[src/verilog/lscd_defs.svh]
`ifndef LSCD_DEFS_SVH
`define LSCD_DEFS_SVH

// ----------------------------------------
// Command byte field positions
// ----------------------------------------
`define LSCD_BIT_IMPEDANCE 0
`define LSCD_BIT_TIMING 1
`define LSCD_BIT_RING 2
`define LSCD_BIT_METER_LVL 3
`define LSCD_BIT_POLARITY 4
`define LSCD_BIT_BOOST 5
`define LSCD_BIT_LIMIT_LO 6
`define LSCD_BIT_LIMIT_HI 7
`define LSCD_CMD_BITS 8

// ----------------------------------------
// Reset values and level codes
// ----------------------------------------
`define LSCD_CMD_RESET 8'h00
`define LSCD_LVL_NEG 2'h2
`define LSCD_LVL_ZERO 2'h0
`define LSCD_LVL_POS 2'h1

// ----------------------------------------
// Current thresholds and limits, microamps
// ----------------------------------------
`define LSCD_ONHOOK_UA 16'h1388
`define LSCD_OFFHOOK_UA 16'h1b58
`define LSCD_LIM_SBY_UA 17'h01b58
`define LSCD_LIM_PD_UA 17'h000fa
`define LSCD_LIM_25_UA 17'h061a8
`define LSCD_LIM_30_UA 17'h07530
`define LSCD_LIM_45_UA 17'h0afc8
`define LSCD_LIM_70_UA 17'h11170

// ----------------------------------------
// Metering levels, millivolts rms
// ----------------------------------------
`define LSCD_METER_LO_MV 16'h07d0
`define LSCD_METER_HI_MV 16'h1388

// ----------------------------------------
// Timing
// ----------------------------------------
`define LSCD_CLK_HZ 10000000
`define LSCD_RAMP_US 1000
`define LSCD_RAMP_CYC ((`LSCD_RAMP_US * (`LSCD_CLK_HZ / 1000000)))
`define LSCD_RAMP_STEP 16'h0001

`endif

[src/verilog/lscd_pkg.sv]
package lscd_pkg;

  // Three-level line state control drive
  typedef enum logic [1:0] {
    LSCD_LVL_ZERO_E = 2'h0,
    LSCD_LVL_POS_E = 2'h1,
    LSCD_LVL_NEG_E = 2'h2
  } lscd_level_t;

  // Decoded working mode
  typedef enum logic [2:0] {
    LSCD_MODE_STANDBY,
    LSCD_MODE_POWER_DENIAL,
    LSCD_MODE_CONVERSATION,
    LSCD_MODE_RINGING
  } lscd_mode_t;

  // Fields of a latched command byte
  typedef struct packed {
    logic limit_sel_hi;
    logic limit_sel_lo;
    logic boost_sel;
    logic polarity_sel;
    logic metering_level;
    logic ring_select;
    logic timing_enable;
    logic impedance_sel;
  } lscd_cmd_t;

  // Drive to the line circuit
  typedef struct packed {
    logic [1:0] state_ctrl_a;
    logic [1:0] state_ctrl_b;
    logic reverse;
    logic boosted_battery;
    logic bias_reduced;
    logic hook_sense_en;
    logic [16:0] limit_ua;
  } lscd_drive_t;

endpackage

[src/verilog/lscd_decoder.sv]
`timescale 1ns/1ps
`include "lscd_defs.svh"
// What this block does
// - Two outputs, each three-level, nine combinations
// - A positive: standby, normal direct, normal reverse
// - A zero boost; A negative only ringing
// - Low two bits zero and ring bit clear selects standby
// - All-zero byte gives power-down denial
// - Standby forces direct polarity, normal battery
// - Standby keeps sensors, limits current 7 mA
// - Standby hook: below 5 on, above 7 off
// - Boost bit picks battery in conversation
// - Polarity bit and limit bits in conversation
// - Polarity change allowed during conversation
// - Metering any conversation, 2 or 5 Vrms
// - Metering pulses ramp up and down
// - Metering allowed with zero line current
// - Ring bit with impedance zero selects ringing
// - Eight clocks shifted, latched on select rise
// - Impedance bit: zero standby/ring, one conversation

module lscd_decoder (
  // Clock and reset
  input wire logic mclk,
  input wire logic sys_rst,
  // Serial control pins
  input wire logic serial_select_low,
  input wire logic serial_clock_in,
  input wire logic serial_data_in,
  input wire logic serial_write_mode,
  // Line current sense, microamps
  input wire logic [16:0] line_current_ua,
  input wire logic meter_request,
  // Drive to the line circuit
  output lscd_pkg::lscd_drive_t drive,
  output lscd_pkg::lscd_mode_t mode,
  // Line status
  output logic off_hook,
  output logic [15:0] metering_tone,
  output logic metering_active
);

  // ----------------------------------------
  // Pin synchronisers
  // ----------------------------------------
  logic [3:0] pin_meta;
  logic [3:0] pin_sync;
  logic meter_meta;
  logic meter_sync;

  // Two flops before any logic sees a pin
  always_ff @(posedge mclk) begin
    if (sys_rst) begin
      pin_meta <= 4'h8; // Idle pin levels, so no false edge follows reset
      pin_sync <= 4'h8;
      meter_meta <= 1'b0;
      meter_sync <= 1'b0;
    end else begin
      pin_meta <= {serial_select_low, serial_clock_in, serial_data_in, serial_write_mode};
      pin_sync <= pin_meta;
      meter_meta <= meter_request;
      meter_sync <= meter_meta;
    end
  end

  // ----------------------------------------
  // Serial receive
  // ----------------------------------------
  lscd_pkg::lscd_cmd_t cmd;
  logic cmd_strobe;

  lscd_serial_rx u_rx (
    .mclk(mclk),
    .sys_rst(sys_rst),
    .select_low_s(pin_sync[3]),
    .serial_clock_s(pin_sync[2]),
    .data_s(pin_sync[1]),
    .write_mode_s(pin_sync[0]),
    .cmd(cmd),
    .cmd_strobe(cmd_strobe)
  );

  // ----------------------------------------
  // Mode decode
  // ----------------------------------------
  lscd_pkg::lscd_mode_t next_mode;
  lscd_pkg::lscd_cmd_t active_cmd;
  lscd_pkg::lscd_cmd_t next_active_cmd;

  // Limit code to current, also used for the drive
  function automatic logic [16:0] limit_of(input logic hi, input logic lo);
    case ({hi, lo})
      2'b00: limit_of = `LSCD_LIM_25_UA;
      2'b01: limit_of = `LSCD_LIM_30_UA;
      2'b10: limit_of = `LSCD_LIM_45_UA;
      default: limit_of = `LSCD_LIM_70_UA;
    endcase
  endfunction

  // Decode a new byte only on its strobe; the mode holds between bytes
  always_comb begin
    next_mode = mode;
    next_active_cmd = active_cmd;
    if (cmd_strobe) begin
      next_active_cmd = cmd;
      if (cmd == lscd_pkg::lscd_cmd_t'(8'h00))
        next_mode = lscd_pkg::LSCD_MODE_POWER_DENIAL;
      else if (cmd.impedance_sel)
        next_mode = lscd_pkg::LSCD_MODE_CONVERSATION;
      else if (cmd.ring_select)
        next_mode = lscd_pkg::LSCD_MODE_RINGING;
      else
        next_mode = lscd_pkg::LSCD_MODE_STANDBY;
      // Polarity may change inside conversation with no detour
    end
  end

  // Mode registers, standby out of reset
  always_ff @(posedge mclk) begin
    if (sys_rst) begin
      mode <= lscd_pkg::LSCD_MODE_STANDBY;
      active_cmd <= lscd_pkg::lscd_cmd_t'(`LSCD_CMD_RESET);
    end else begin
      mode <= next_mode;
      active_cmd <= next_active_cmd;
    end
  end

  // ----------------------------------------
  // Drive generation
  // ----------------------------------------
  lscd_pkg::lscd_drive_t next_drive;

  // Only the six allowed combinations can be produced
  always_comb begin
    next_drive = '0;
    next_drive.state_ctrl_a = `LSCD_LVL_POS;
    next_drive.state_ctrl_b = `LSCD_LVL_POS;
    next_drive.hook_sense_en = 1'b1;
    next_drive.bias_reduced = 1'b1;
    next_drive.limit_ua = `LSCD_LIM_SBY_UA;
    case (mode)
      lscd_pkg::LSCD_MODE_STANDBY: begin
        next_drive.state_ctrl_a = `LSCD_LVL_POS;
        next_drive.state_ctrl_b = `LSCD_LVL_POS;
        next_drive.reverse = 1'b0;
        next_drive.boosted_battery = 1'b0;
        next_drive.limit_ua = `LSCD_LIM_SBY_UA;
      end
      lscd_pkg::LSCD_MODE_POWER_DENIAL: begin
        next_drive.hook_sense_en = 1'b0;
        next_drive.limit_ua = `LSCD_LIM_PD_UA;
      end
      lscd_pkg::LSCD_MODE_CONVERSATION: begin
        next_drive.bias_reduced = 1'b0;
        next_drive.reverse = active_cmd.polarity_sel;
        next_drive.boosted_battery = active_cmd.boost_sel;
        next_drive.limit_ua = limit_of(active_cmd.limit_sel_hi, active_cmd.limit_sel_lo);
        next_drive.state_ctrl_a = active_cmd.boost_sel ? `LSCD_LVL_ZERO : `LSCD_LVL_POS;
        next_drive.state_ctrl_b = active_cmd.polarity_sel ? `LSCD_LVL_NEG : `LSCD_LVL_ZERO;
      end
      lscd_pkg::LSCD_MODE_RINGING: begin
        next_drive.bias_reduced = 1'b0;
        next_drive.state_ctrl_a = `LSCD_LVL_NEG;
        next_drive.state_ctrl_b = `LSCD_LVL_ZERO;
      end
      default: begin
        next_drive.state_ctrl_a = `LSCD_LVL_POS;
      end
    endcase
  end

  // Drive register, standby combination from reset
  always_ff @(posedge mclk) begin
    if (sys_rst) begin
      drive.state_ctrl_a <= `LSCD_LVL_POS;
      drive.state_ctrl_b <= `LSCD_LVL_POS;
      drive.reverse <= 1'b0;
      drive.boosted_battery <= 1'b0;
      drive.bias_reduced <= 1'b1;
      drive.hook_sense_en <= 1'b1;
      drive.limit_ua <= `LSCD_LIM_SBY_UA;
    end else begin
      drive <= next_drive;
    end
  end

  // ----------------------------------------
  // Hook detection
  // ----------------------------------------
  logic next_off_hook;

  // Hysteresis between thresholds avoids chatter near the limit
  always_comb begin
    next_off_hook = off_hook;
    if (!drive.hook_sense_en)
      next_off_hook = 1'b0;
    else if (line_current_ua > {1'b0, `LSCD_OFFHOOK_UA})
      next_off_hook = 1'b1;
    else if (line_current_ua < {1'b0, `LSCD_ONHOOK_UA})
      next_off_hook = 1'b0;
  end

  always_ff @(posedge mclk) begin
    if (sys_rst) begin
      off_hook <= 1'b0;
    end else begin
      off_hook <= next_off_hook;
    end
  end

  // ----------------------------------------
  // Metering
  // ----------------------------------------
  logic meter_en;

  // No current check here: on-hook metering is legal
  assign meter_en = meter_sync && mode == lscd_pkg::LSCD_MODE_CONVERSATION;

  lscd_meter_ramp u_ramp (
    .mclk(mclk),
    .sys_rst(sys_rst),
    .enable(meter_en),
    .level_hi(active_cmd.metering_level),
    .level_mv(metering_tone),
    .active(metering_active)
  );
endmodule // lscd_decoder

[src/verilog/lscd_serial_rx.sv]
`timescale 1ns/1ps
`include "lscd_defs.svh"

module lscd_serial_rx (
  // Clock and reset
  input wire logic mclk,
  input wire logic sys_rst,
  // Serial pins, already synchronised
  input wire logic select_low_s,
  input wire logic serial_clock_s,
  input wire logic data_s,
  input wire logic write_mode_s,
  // Latched byte
  output lscd_pkg::lscd_cmd_t cmd,
  output logic cmd_strobe
);

  logic [7:0] shift;
  logic [7:0] next_shift;
  logic [3:0] count;
  logic [3:0] next_count;
  logic clk_d;
  logic sel_d;
  lscd_pkg::lscd_cmd_t next_cmd;
  logic next_strobe;
  logic rise_clk;
  logic rise_sel;

  assign rise_clk = serial_clock_s & ~clk_d;
  assign rise_sel = select_low_s & ~sel_d;

  // Shift on rising clock while selected, latch on select release
  always_comb begin
    next_shift = shift;
    next_count = count;
    next_cmd = cmd;
    next_strobe = 1'b0;
    if (!select_low_s && !write_mode_s && rise_clk) begin
      next_shift = {shift[6:0], data_s};
      if (count != 4'h8)
        next_count = count + 4'h1;
    end
    if (rise_sel) begin
      // A short frame is dropped rather than executed half-loaded
      if (count == 4'h8 && !write_mode_s) begin
        next_cmd = lscd_pkg::lscd_cmd_t'(shift);
        next_strobe = 1'b1;
      end
      next_count = 4'h0;
    end
  end

  // Registers
  always_ff @(posedge mclk) begin
    if (sys_rst) begin
      shift <= 8'h00;
      count <= 4'h0;
      cmd <= lscd_pkg::lscd_cmd_t'(`LSCD_CMD_RESET);
      cmd_strobe <= 1'b0;
      clk_d <= 1'b0;
      sel_d <= 1'b1;
    end else begin
      shift <= next_shift;
      count <= next_count;
      cmd <= next_cmd;
      cmd_strobe <= next_strobe;
      clk_d <= serial_clock_s;
      sel_d <= select_low_s;
    end
  end
endmodule // lscd_serial_rx

[src/verilog/lscd_meter_ramp.sv]
`timescale 1ns/1ps
`include "lscd_defs.svh"

module lscd_meter_ramp (
  // Clock and reset
  input wire logic mclk,
  input wire logic sys_rst,
  // Request
  input wire logic enable,
  input wire logic level_hi,
  // Shaped envelope in millivolts rms
  output logic [15:0] level_mv,
  output logic active
);

  logic [15:0] target;
  logic [15:0] next_level;

  // Step toward target each cycle so edges never click
  always_comb begin
    target = enable ? (level_hi ? `LSCD_METER_HI_MV : `LSCD_METER_LO_MV) : 16'h0000;
    next_level = level_mv;
    if (level_mv < target)
      next_level = level_mv + `LSCD_RAMP_STEP;
    else if (level_mv > target)
      next_level = level_mv - `LSCD_RAMP_STEP;
  end

  always_ff @(posedge mclk) begin
    if (sys_rst) begin
      level_mv <= 16'h0000;
    end else begin
      level_mv <= next_level;
    end
  end

  assign active = level_mv != 16'h0000;
endmodule // lscd_meter_ramp

[config.mk]
export PLATFORM = sky130hd
export DESIGN_NAME = lscd_decoder
export DESIGN_NICKNAME = d
export VERILOG_FILES = /design/src/verilog/lscd_pkg.sv /design/src/verilog/lscd_decoder.sv /design/src/verilog/lscd_serial_rx.sv /design/src/verilog/lscd_meter_ramp.sv
export VERILOG_INCLUDE_DIRS = /design/src /design/src/verilog
export SDC_FILE = /design/constraint.sdc
export NUM_CORES = 1
export LEC_CHECK = 0
export BUFFER_PORTS_ARGS = -buffer_cell sky130_fd_sc_hd__buf_2
export CAP_MARGIN = 20
export CORE_ASPECT_RATIO = 0.5
export CORE_MARGIN = 2
export CORE_UTILIZATION = 56
export CTS_BUF_LIST = sky130_fd_sc_hd__clkbuf_8 sky130_fd_sc_hd__clkbuf_16
export DETAILED_ROUTE_END_ITERATION = 16
export PLACE_DENSITY = 0.91
export SETUP_SLACK_MARGIN = 0.15
export SYNTH_ARGS = -nofsm -noshare
export SYNTH_HDL_FRONTEND = slang
export SYNTH_HIERARCHICAL = 1
export SYNTH_SLANG_ARGS = --single-unit
export TNS_END_PERCENT = 10
[constraint.sdc]
create_clock -name mclk -period 4.8 [get_ports mclk]
set_input_delay 0.96 -clock mclk [delete_from_list [all_inputs] [get_ports mclk]]
set_output_delay 0.96 -clock mclk [all_outputs]
set_load 0.03 [all_outputs]
=== After elaboration in Yosys (flattened, before gate mapping) ===
Index checks and enable logic that the tools add are counted.

* Multiplexer cells: 18
* Order comparisons: 4
* Add/subtract/negate cells: 3
* Eq/ne operators: 7
* Reduce and logical (&&, ||, !) cells: 18
* Bitwise logic cells: 7

{| class="wikitable"
|+ Operators by type and width
! cell !! count
|-
| $pmux 17 s3 || 1
|-
| $mux 16 || 3
|-
| $pmux 17 s2 || 1
|-
| $gt 17x13->1 const B || 1
|-
| $lt 17x13->1 const B || 1
|-
| $add 16x1->16 const B || 1
|-
| $gt 16x16->1 || 1
|-
| $lt 16x16->1 || 1
|-
| $reduce_bool 16->1 || 1
|-
| $sub 16x1->16 const B || 1
|-
| $mux 13 || 1
|-
| $reduce_or 2->1 || 5
|-
| $logic_not 8->1 || 1
|-
| $mux 2 || 4
|-
| $pmux 2 s2 || 2
|-
| $eq 3x2->1 const B || 2
|-
| $mux 1 || 6
|-
| $not 1->1 || 5
|-
| $add 4x1->4 const B || 1
|-
| $eq 4x4->1 const B || 1
|-
| $logic_and 1x1->1 || 4
|-
| $ne 4x4->1 const B || 1
|-
| $reduce_and 2->1 || 2
|-
| $reduce_bool 2->1 || 2
|-
| 6 further kinds || 8
|}

* Input bits: 24
* Flip-flop bits (word level): 83
* Output and inout port bits: 46
* Word-level logic and storage cells: 89

=== Logic depth before layout (Yosys ltp) ===
Gate-level depths: netlist (run 1).

* Depth in word-level cells: 6
* Mapped depth: 18
* Mapped depth without buffers: 17

=== Modules after synthesis ===
Netlist (run 1), hierarchy kept.

{| class="wikitable"
|+ By module, submodules not included
! module !! instances !! seq. area each (um^2) !! area each (um^2) !! cells an instance
|-
| lscd_meter_ramp || 1 || 320.3 || 1514.0 || 185
|-
| lscd_decoder || 1 || 780.7 || 1436.4 || 140
|-
| lscd_serial_rx || 1 || 460.4 || 947.2 || 103
|}

=== Worst setup path before layout (run 1) ===
No wires, ideal clock.

* Path type: register to register
* From: reg mode[1]
* To: reg u_ramp.level_mv[15]
* Arrival time: 4.150 ns
* Library setup time: 0.129 ns
* Data required time: 4.671 ns
* Cell stages (with the launch flop): 17
* Buffers on the path: 1
* Setup slack: 0.522 ns
* Period minus slack after synthesis: 4.278 ns
* Path through: dfxtp_1 -> ha_1 -> clkbuf_1 -> and2_1 -> nand2b_1 -> ha_1 -> a211oi_2 -> nand2_1 -> o31ai_4 -> nand2_1 -> ha_1 -> nand3_1 -> o211ai_1 -> nand4_1 -> and2_1 -> o2111ai_1 -> a21oi_1

* Word-level cells in the longest chain between the ends: 5
* Elaborated cells between the ends (all ways): 7
* Those cells by class: order compare: 2; eq/ne: 1; mux: 2; reduce/logical: 2

{| class="wikitable"
|+ Ends and longest elaborated chain
! what !! RTL line !! text
|-
| from (decl) || lscd_decoder.sv:36 || <nowiki>output lscd_pkg::lscd_mode_t mode,</nowiki>
|-
| from (signal assigned) || lscd_decoder.sv:121 || <nowiki>mode <= lscd_pkg::LSCD_MODE_STANDBY;</nowiki>
|-
| from (signal assigned) || lscd_decoder.sv:124 || <nowiki>mode <= next_mode;</nowiki>
|-
| $eq 3x2->1 * || lscd_decoder.sv:218 || <nowiki>assign meter_en = meter_sync && mode == lscd_pkg::LSCD_MODE_CONVERSATION;</nowiki>
|-
| $logic_and 1x1->1 * || lscd_decoder.sv:218 ||
|-
| named net meter_en || lscd_decoder.sv:215 || <nowiki>logic meter_en;</nowiki>
|-
| $mux 16 * || lscd_meter_ramp.sv:21 || <nowiki>target = enable ? (level_hi ? `LSCD_METER_HI_MV : `LSCD_METER_LO_MV) : 16'h0000;</nowiki>
|-
| $lt 16x16->1 / $gt 16x16->1 (equally long branches) || lscd_meter_ramp.sv:23, lscd_meter_ramp.sv:25 ||
|-
| $mux 16 / $reduce_bool 2->1 (equally long branches) || n/a ||
|-
| to (signal assigned) || lscd_meter_ramp.sv:33 || <nowiki>level_mv <= next_level;</nowiki>
|-
| to (decl) || lscd_meter_ramp.sv:12 || <nowiki>output logic [15:0] level_mv,</nowiki>
|}

The timed path passes the listed nets; every way through them passes the cells marked *.
A chain may end at the register's enable or synchronous reset.

=== Worst setup path in the final report (run 1) ===
Same ends and word-level chain as after synthesis.

==> results.sh, run 1 <==
export IMPL_status="completed"
export IMPL_worst_slew_pin_slew_ns=0.9810
export IMPL_synth_area_leaders="dfxtp_1, ha_1, a21oi_1"
export IMPL_multi_input_area_sq_um=2177
export IMPL_drive_above_1_share_pct=21.60
export IMPL_final_nets=554
export IMPL_regArea_sq_um=1562
export IMPL_via_count=3408
export IMPL_fp_dieArea_sq_um=7684
export IMPL_max_slew_margin_rel_pct=34.00
export IMPL_syn_area_sq_um=3897
export IMPL_clk_latency_ns=0.33
export IMPL_syn_area_per_cell_sq_um=9.106
export IMPL_cp_slowest_cell="ha_2"
export IMPL_cap_violations=0
export IMPL_dr_pass1_iters=5
export IMPL_port_buffers=66
export IMPL_critPathRequiredTime_ns=4.97
export IMPL_antenna_diode_count=0
export IMPL_finalMaxSlewViolations=0
export IMPL_cts_tree="built"
export IMPL_hpwl_mm=6.282
export IMPL_die_x_um=122.0
export IMPL_yosysSeqAreaShare_pct=40.06
export IMPL_slowest_delay_ns=0.49
export IMPL_synth_distinct_cells=57
export IMPL_peakVddDrop_mv=0.3377
export IMPL_end_kind="register"
export IMPL_critPathKind="reg2reg"
export IMPL_routedWlPerCell_um=15.66
export IMPL_area_delta_synth_final_pct=17.24
export IMPL_fin_setup_tns_ns=0
export IMPL_critPathTopFamily="compound AO/OA/AOI/OAI gates"
export IMPL_finalHoldViolCount=0
export IMPL_yosys_area_top_type="dfxtp_1"
export IMPL_setup_slack_ns=0.4491
export IMPL_fmax_ghz=0.2298
export IMPL_synth_top_cell_area_share_pct=40.06
export IMPL_clock_path_buffers=2
export IMPL_nFillCells=490
export IMPL_clk_pin_slew_ns=0.06
export IMPL_drc=0
export IMPL_wl_mm=9.268
export IMPL_rsz0062_at_grt="no"
export IMPL_pin_count=70
export IMPL_htree_levels=3
export IMPL_setup_viol=0
export IMPL_min_period_ns=4.351
export IMPL_power_density_nw_per_um2=681.6
export IMPL_cp_max_fo=12
export IMPL_antenna_left=0
export IMPL_synthCells=428
export IMPL_grt_pass1_wl_mm=14.93
export IMPL_track_usage_pct=25.09
export IMPL_skew_ns=0.005661
export IMPL_via_per_inst=5.757
export IMPL_cts_made_buffers=9
export IMPL_crit_arrival_ns=4.53
export IMPL_power_leakage_nw=1.908
export IMPL_synth_edff_count=0
export IMPL_start_util_pct=58.17
export IMPL_worstSetupStartpointType="register"
export IMPL_period_share_pct=90.64
export IMPL_core_area_sq_um=6700
export IMPL_cts_hold_buf=0
export IMPL_crit_chain="ha_2, and2_1, nand2b_1, ha_1, a211oi_2, nand2_1, o31ai_4, nand2_2, ha_2, nand3_1, o211ai_1, nand4_1, and2_1, o2111ai_1, a21oi_1"
export IMPL_synth_warnings=6
export IMPL_rows=21
export IMPL_worstHoldPathType="reg2reg"
export IMPL_grt_pass1_vias=3222
export IMPL_clock_root_buffer="clkbuf_16"
export IMPL_die_y_um=62.99
export IMPL_grt_max_degree=61
export IMPL_clkSinkCount=78
export IMPL_crit_buf_inv=0
export IMPL_synth_seq_cells=78
export IMPL_drtIter0Drc=230
export IMPL_antenna_found_initial=0
export IMPL_gp_congestion=0.9189
export IMPL_yosys_most_used_dff="dfxtp_1"
export IMPL_async_flop_share_pct=0
export IMPL_overflow=0
export IMPL_place_ws_ns=0.4396
[placed cells by master, fill, tap and decap left out, types with 3 or more instances in the layout]
cell,netlist,routed
clkinv_2,0,3
nor2_1,22,22
or2_2,3,3
a21oi_1,37,37
nor3_1,10,10
nand3b_1,5,5
conb_1,1,3
nand2b_1,23,23
nand4_1,3,3
xnor2_1,4,4
buf_2,1,66
o21a_1,4,4
inv_1,24,24
a21o_1,6,6
o21ai_2,3,3
nand2_1,40,39
o21ai_0,15,15
clkbuf_16,0,9
mux2i_1,13,13
xor2_1,5,5
dfxtp_1,78,78
and2_1,5,5
ha_1,33,31
nor2b_1,11,11
and3_1,8,8
nand3_1,13,13
nor4_1,5,5
or3_1,3,3
o22ai_1,4,4
buf_4,5,4
[repair_timing]
item                       in CTS  in global routing
setup endpoints to repair       0                  7
setup buffers                   0                  3
hold endpoints to repair        0                  0
resized for setup               0                  3
[state kept, by name (all words and copies together), names as in the netlist]
name / count
mode: 2
pin_meta: 4
drive: 21
u_rx/count: 4
pin_sync: 4
off_hook: 1
meter_sync: 1
u_rx/shift: 8
u_ramp/level_mv: 16
u_rx/clk_d: 1
u_rx/cmd: 8
u_rx/cmd_strobe: 1
active_cmd: 5
meter_meta: 1
u_rx/sel_d: 1
[layout make-up]
type                       count  share of cell area, %
clock inverter                 6                 0.8762
timing repair buffer          70                  7.886
multi-input combinational    313                  47.65
clock buffer                   9                  4.929
inverter                      24                  1.972
tap                           92                  2.519
sequential                    78                  34.17
[layer usage]
metal	global-route usage [%]	routed length, um	vias to the layer above
li1	-	-	1634
met1	28.19	3752	1568
met2	43.78	4635	161
met3	7.391	534	45
met4	11.78	346	0
met5	0	0	-
[synthesized netlist by cell type, drive strengths merged, types with 2 or more instances]
| library cell | number |
|---|---|
| nand2 | 40 |
| or2 | 3 |
| clkbuf | 6 |
| nor4 | 5 |
| a21oi | 38 |
| a31oi | 2 |
| and2 | 5 |
| or4 | 2 |
| a21o | 7 |
| xnor2 | 4 |
| nor4b | 3 |
| ha | 33 |
| nor2 | 22 |
| nand3 | 13 |
| and3 | 8 |
| o41ai | 2 |
| o211ai | 2 |
| o31ai | 3 |
| a211oi | 3 |
| inv | 24 |
| xor2 | 5 |
| or3 | 3 |
| buf | 9 |
| mux2i | 13 |
| nor2b | 11 |
| o221ai | 2 |
| nand3b | 6 |
| nor3 | 12 |
| nand4 | 3 |
| o21ai | 18 |
| dfxtp | 78 |
| o21a | 4 |
| o22ai | 4 |
| nand2b | 24 |
| nand4b | 2 |
| or4b | 2 |
[logic make-up (layout without fill, tap and decap cells)]
kind of cell	Yosys count	in the layout	share of synthesized area, %
AOI/OAI and AO/OA	88	88	15.06
xor gates and xnor gates	9	9	2.022
adders and majority gates	34	34	11.11
buffers and inverters	39	109	4.462
DFF	78	78	40.06
muxes	13	13	3.339
other	1	3	0.09622
and+or+nand+nor	166	166	23.85
[through the flow]
step                util [%]  hold WS [ns]  total power, mW  instance area, sq um  std cells
floorplan                  -        0.3895            2.061                  3905        430
detailed placement     63.79        0.4012            2.367                  4274        574
CTS                    67.75        0.4167            3.006                  4539        589
finish                 68.20        0.4110            3.115                  4569        592
global route           68.20        0.4353            3.317                  4569        592
global placement       63.79        0.3965            2.319                  4274        574
[worst paths after layout]
kind,from,end,slack (ns),depth (start not counted)
max,mode[1],u_ramp/level_mv[15],0.45,15
min reg2reg,pin_meta[3],pin_sync[3],0.41,1
min,pin_meta[3],pin_sync[3],0.41,1
max reg2reg,mode[1],u_ramp/level_mv[15],0.45,15
[power breakdown]
group / switching (mW) / internal (mW) / total [mW]
registers: 0.0951 / 0.718 / 0.813
logic: 0.991 / 0.706 / 1.70
clock network: 0.259 / 0.345 / 0.604
Note: power is estimated with default switching activity, not from simulation.
==> inputs of run 2 (changes only) <==
--- a/config.mk
+++ b/config.mk
@@ -10,11 +10,11 @@
 export CAP_MARGIN = 20
 export CORE_ASPECT_RATIO = 0.5
 export CORE_MARGIN = 2
-export CORE_UTILIZATION = 56
+export CORE_UTILIZATION = 57
 export CTS_BUF_LIST = sky130_fd_sc_hd__clkbuf_8 sky130_fd_sc_hd__clkbuf_16
 export DETAILED_ROUTE_END_ITERATION = 16
-export PLACE_DENSITY = 0.91
-export SETUP_SLACK_MARGIN = 0.15
+export PLACE_DENSITY = 0.92
+export SLEW_MARGIN = 15
 export SYNTH_ARGS = -nofsm -noshare
 export SYNTH_HDL_FRONTEND = slang
 export SYNTH_HIERARCHICAL = 1
==> constraint.sdc (replaced) <==
create_clock -name mclk -period 5.17 [get_ports mclk]
set_input_delay 1.034 -clock mclk [delete_from_list [all_inputs] [get_ports mclk]]
set_output_delay 1.034 -clock mclk [all_outputs]
set_load 0.03 [all_outputs]
==> results.sh, run 2 (synthesis results as in run 1) <==
export IMPL_cp_max_fo=15
export IMPL_cts_tree="built"
export IMPL_power_leakage_nw=1.939
export IMPL_grt_max_degree=46
export IMPL_final_nets=551
export IMPL_drtIter0Drc=239
export IMPL_start_util_pct=58.63
export IMPL_cap_violations=0
export IMPL_peakVddDrop_mv=0.3369
export IMPL_routedWlPerCell_um=15.27
export IMPL_crit_start="mode[0]"
export IMPL_layout_common_cells="dfxtp_1, buf_2, nand2_1, a21oi_1, ha_1"
export IMPL_clock_root_buffer="clkbuf_16"
export IMPL_antenna_diode_count=0
export IMPL_min_period_ns=4.734
export IMPL_hold_slack_ns=0.4183
export IMPL_drc=0
export IMPL_max_slew_margin_rel_pct=41.78
export IMPL_dr_pass1_iters=4
export IMPL_core_area_sq_um=6648
export IMPL_wl_mm=9.010
export IMPL_cts_setup_buffers=0
export IMPL_crit_arrival_ns=4.93
export IMPL_critPathRequiredTime_ns=5.37
export IMPL_area_delta_synth_final_pct=18.78
export IMPL_clkSinkCount=78
export IMPL_worstHoldPathType="reg2reg"
export IMPL_hpwl_mm=6.058
export IMPL_worstSetupStartpointType="register"
export IMPL_gp_congestion=0.9770
export IMPL_grt_pass1_vias=3180
export IMPL_antenna_left=0
export IMPL_cts_hold_buf=0
export IMPL_clock_path_buffers=2
export IMPL_pin_count=70
export IMPL_clk_latency_ns=0.34
export IMPL_largest_register="drive"
export IMPL_skew_ns=0.007038
export IMPL_end_kind="register"
export IMPL_via_count=3282
export IMPL_via_per_inst=5.563
export IMPL_largest_reg_flops=21
export IMPL_die_y_um=62.47
export IMPL_track_usage_pct=25.25
export IMPL_top_regs="drive: 21 flops, u_ramp/level_mv: 16 flops"
export IMPL_power_density_nw_per_um2=645.1
export IMPL_finalMaxSlewViolations=0
export IMPL_finalHoldViolCount=0
export IMPL_overflow=0
export IMPL_htree_levels=3
export IMPL_rsz0062_at_grt="no"
export IMPL_cts_made_buffers=9
export IMPL_drive_above_1_share_pct=20.68
export IMPL_clk_pin_slew_ns=0.06
export IMPL_layout_commonest_cell="dfxtp_1"
export IMPL_worst_slew_pin_slew_ns=0.8710
export IMPL_fp_dieArea_sq_um=7555
export IMPL_cts_resized=0
export IMPL_post_route_util_pct=69.64
export IMPL_hp_start="pin_meta[3]"
export IMPL_fmax_ghz=0.2112
export IMPL_r2r_start="mode[0]"
export IMPL_place_ws_ns=0.6272
export IMPL_rows=21
export IMPL_nFillCells=503
export IMPL_die_x_um=120.9
export IMPL_port_buffers=66
export IMPL_status="completed"
export IMPL_critPathKind="reg2reg"
export IMPL_fin_setup_tns_ns=0
export IMPL_period_share_pct=91.56
export IMPL_antenna_found_initial=0
export IMPL_grt_pass1_wl_mm=15.04
export IMPL_setup_slack_ns=0.4361
export IMPL_setup_viol=0
run 2: changes by cell type in the layout (fill, tap and decap cells not counted), moves of 2 or more:
cell       before  now
inv_6           0    2
clkinv_2        3    0
ha_2            2    0
bufinv_16       0    3
buf_4           4    1
ha_1           31   33
run 2: final cells by class:
type / count / area [sq um] / share of cell area [%]
clock buffers: 10 / 239.0 / 5.162
multi-input cells: 313 / 2170 / 46.86
clock inverters: 6 / 116.4 / 2.514
well taps: 92 / 115.1 / 2.486
inverters: 24 / 90.09 / 1.946
flip-flops and latches: 78 / 1562 / 33.73
repair buffers: 67 / 337.8 / 7.297
run 2: path summary, 6_finish.rpt:
path                                       endpoint  slack (ns)  cells after the start
worst max-delay path            u_ramp/level_mv[15]        0.44                     16
worst min-delay path                    pin_sync[3]        0.42                      1
worst max register to register  u_ramp/level_mv[15]        0.44                     16
worst min register to register          pin_sync[3]        0.42                      1
run 2: metrics by stage:
step | cells | power (mW) | instance area [sq um]
6_report | 590 | 2.986 | 4629
5_1_grt | 590 | 3.195 | 4629
4_1_cts | 590 | 2.968 | 4629
3_5_place_dp | 574 | 2.191 | 4274
3_3_place_gp | 574 | 2.141 | 4274
2_1_floorplan | 430 | 1.913 | 3905
run 2: critical path, cell delays in order, from the launching register on:
cell and delay, ns:
dfxtp_1 0.35, inv_1 0.10, ha_1 0.36, and2_1 0.25, nand2b_1 0.12, ha_1 0.35
a211oi_2 0.30, nand2_1 0.15, o31ai_4 0.36, nand2_1 0.44, ha_1 0.58, nand3_1 0.10
o211ai_1 0.38, nand4_1 0.24, and2_1 0.24, o2111ai_1 0.19, a21oi_1 0.08
run 2: layer usage:
metal  GRT usage (%)  part of all wire, %  vias up
met2           44.31                   50      105
met1           28.41                   41     1516
li1                -                    -     1631
met3           8.668                  6.1       30
met5               0                    0        -
met4           9.448                  2.6        0
run 2: power by group:
| part | switching, mW | total [mW] | leakage (nW) | internal, mW |
|---|---|---|---|---|
| Sequential | 0.0835 | 0.750 | 0.636 | 0.666 |
| Combinational | 0.887 | 1.49 | 1.13 | 0.605 |
| Clock | 0.256 | 0.744 | 0.174 | 0.489 |
| Total | 1.23 | 2.99 | 1.94 | 1.76 |
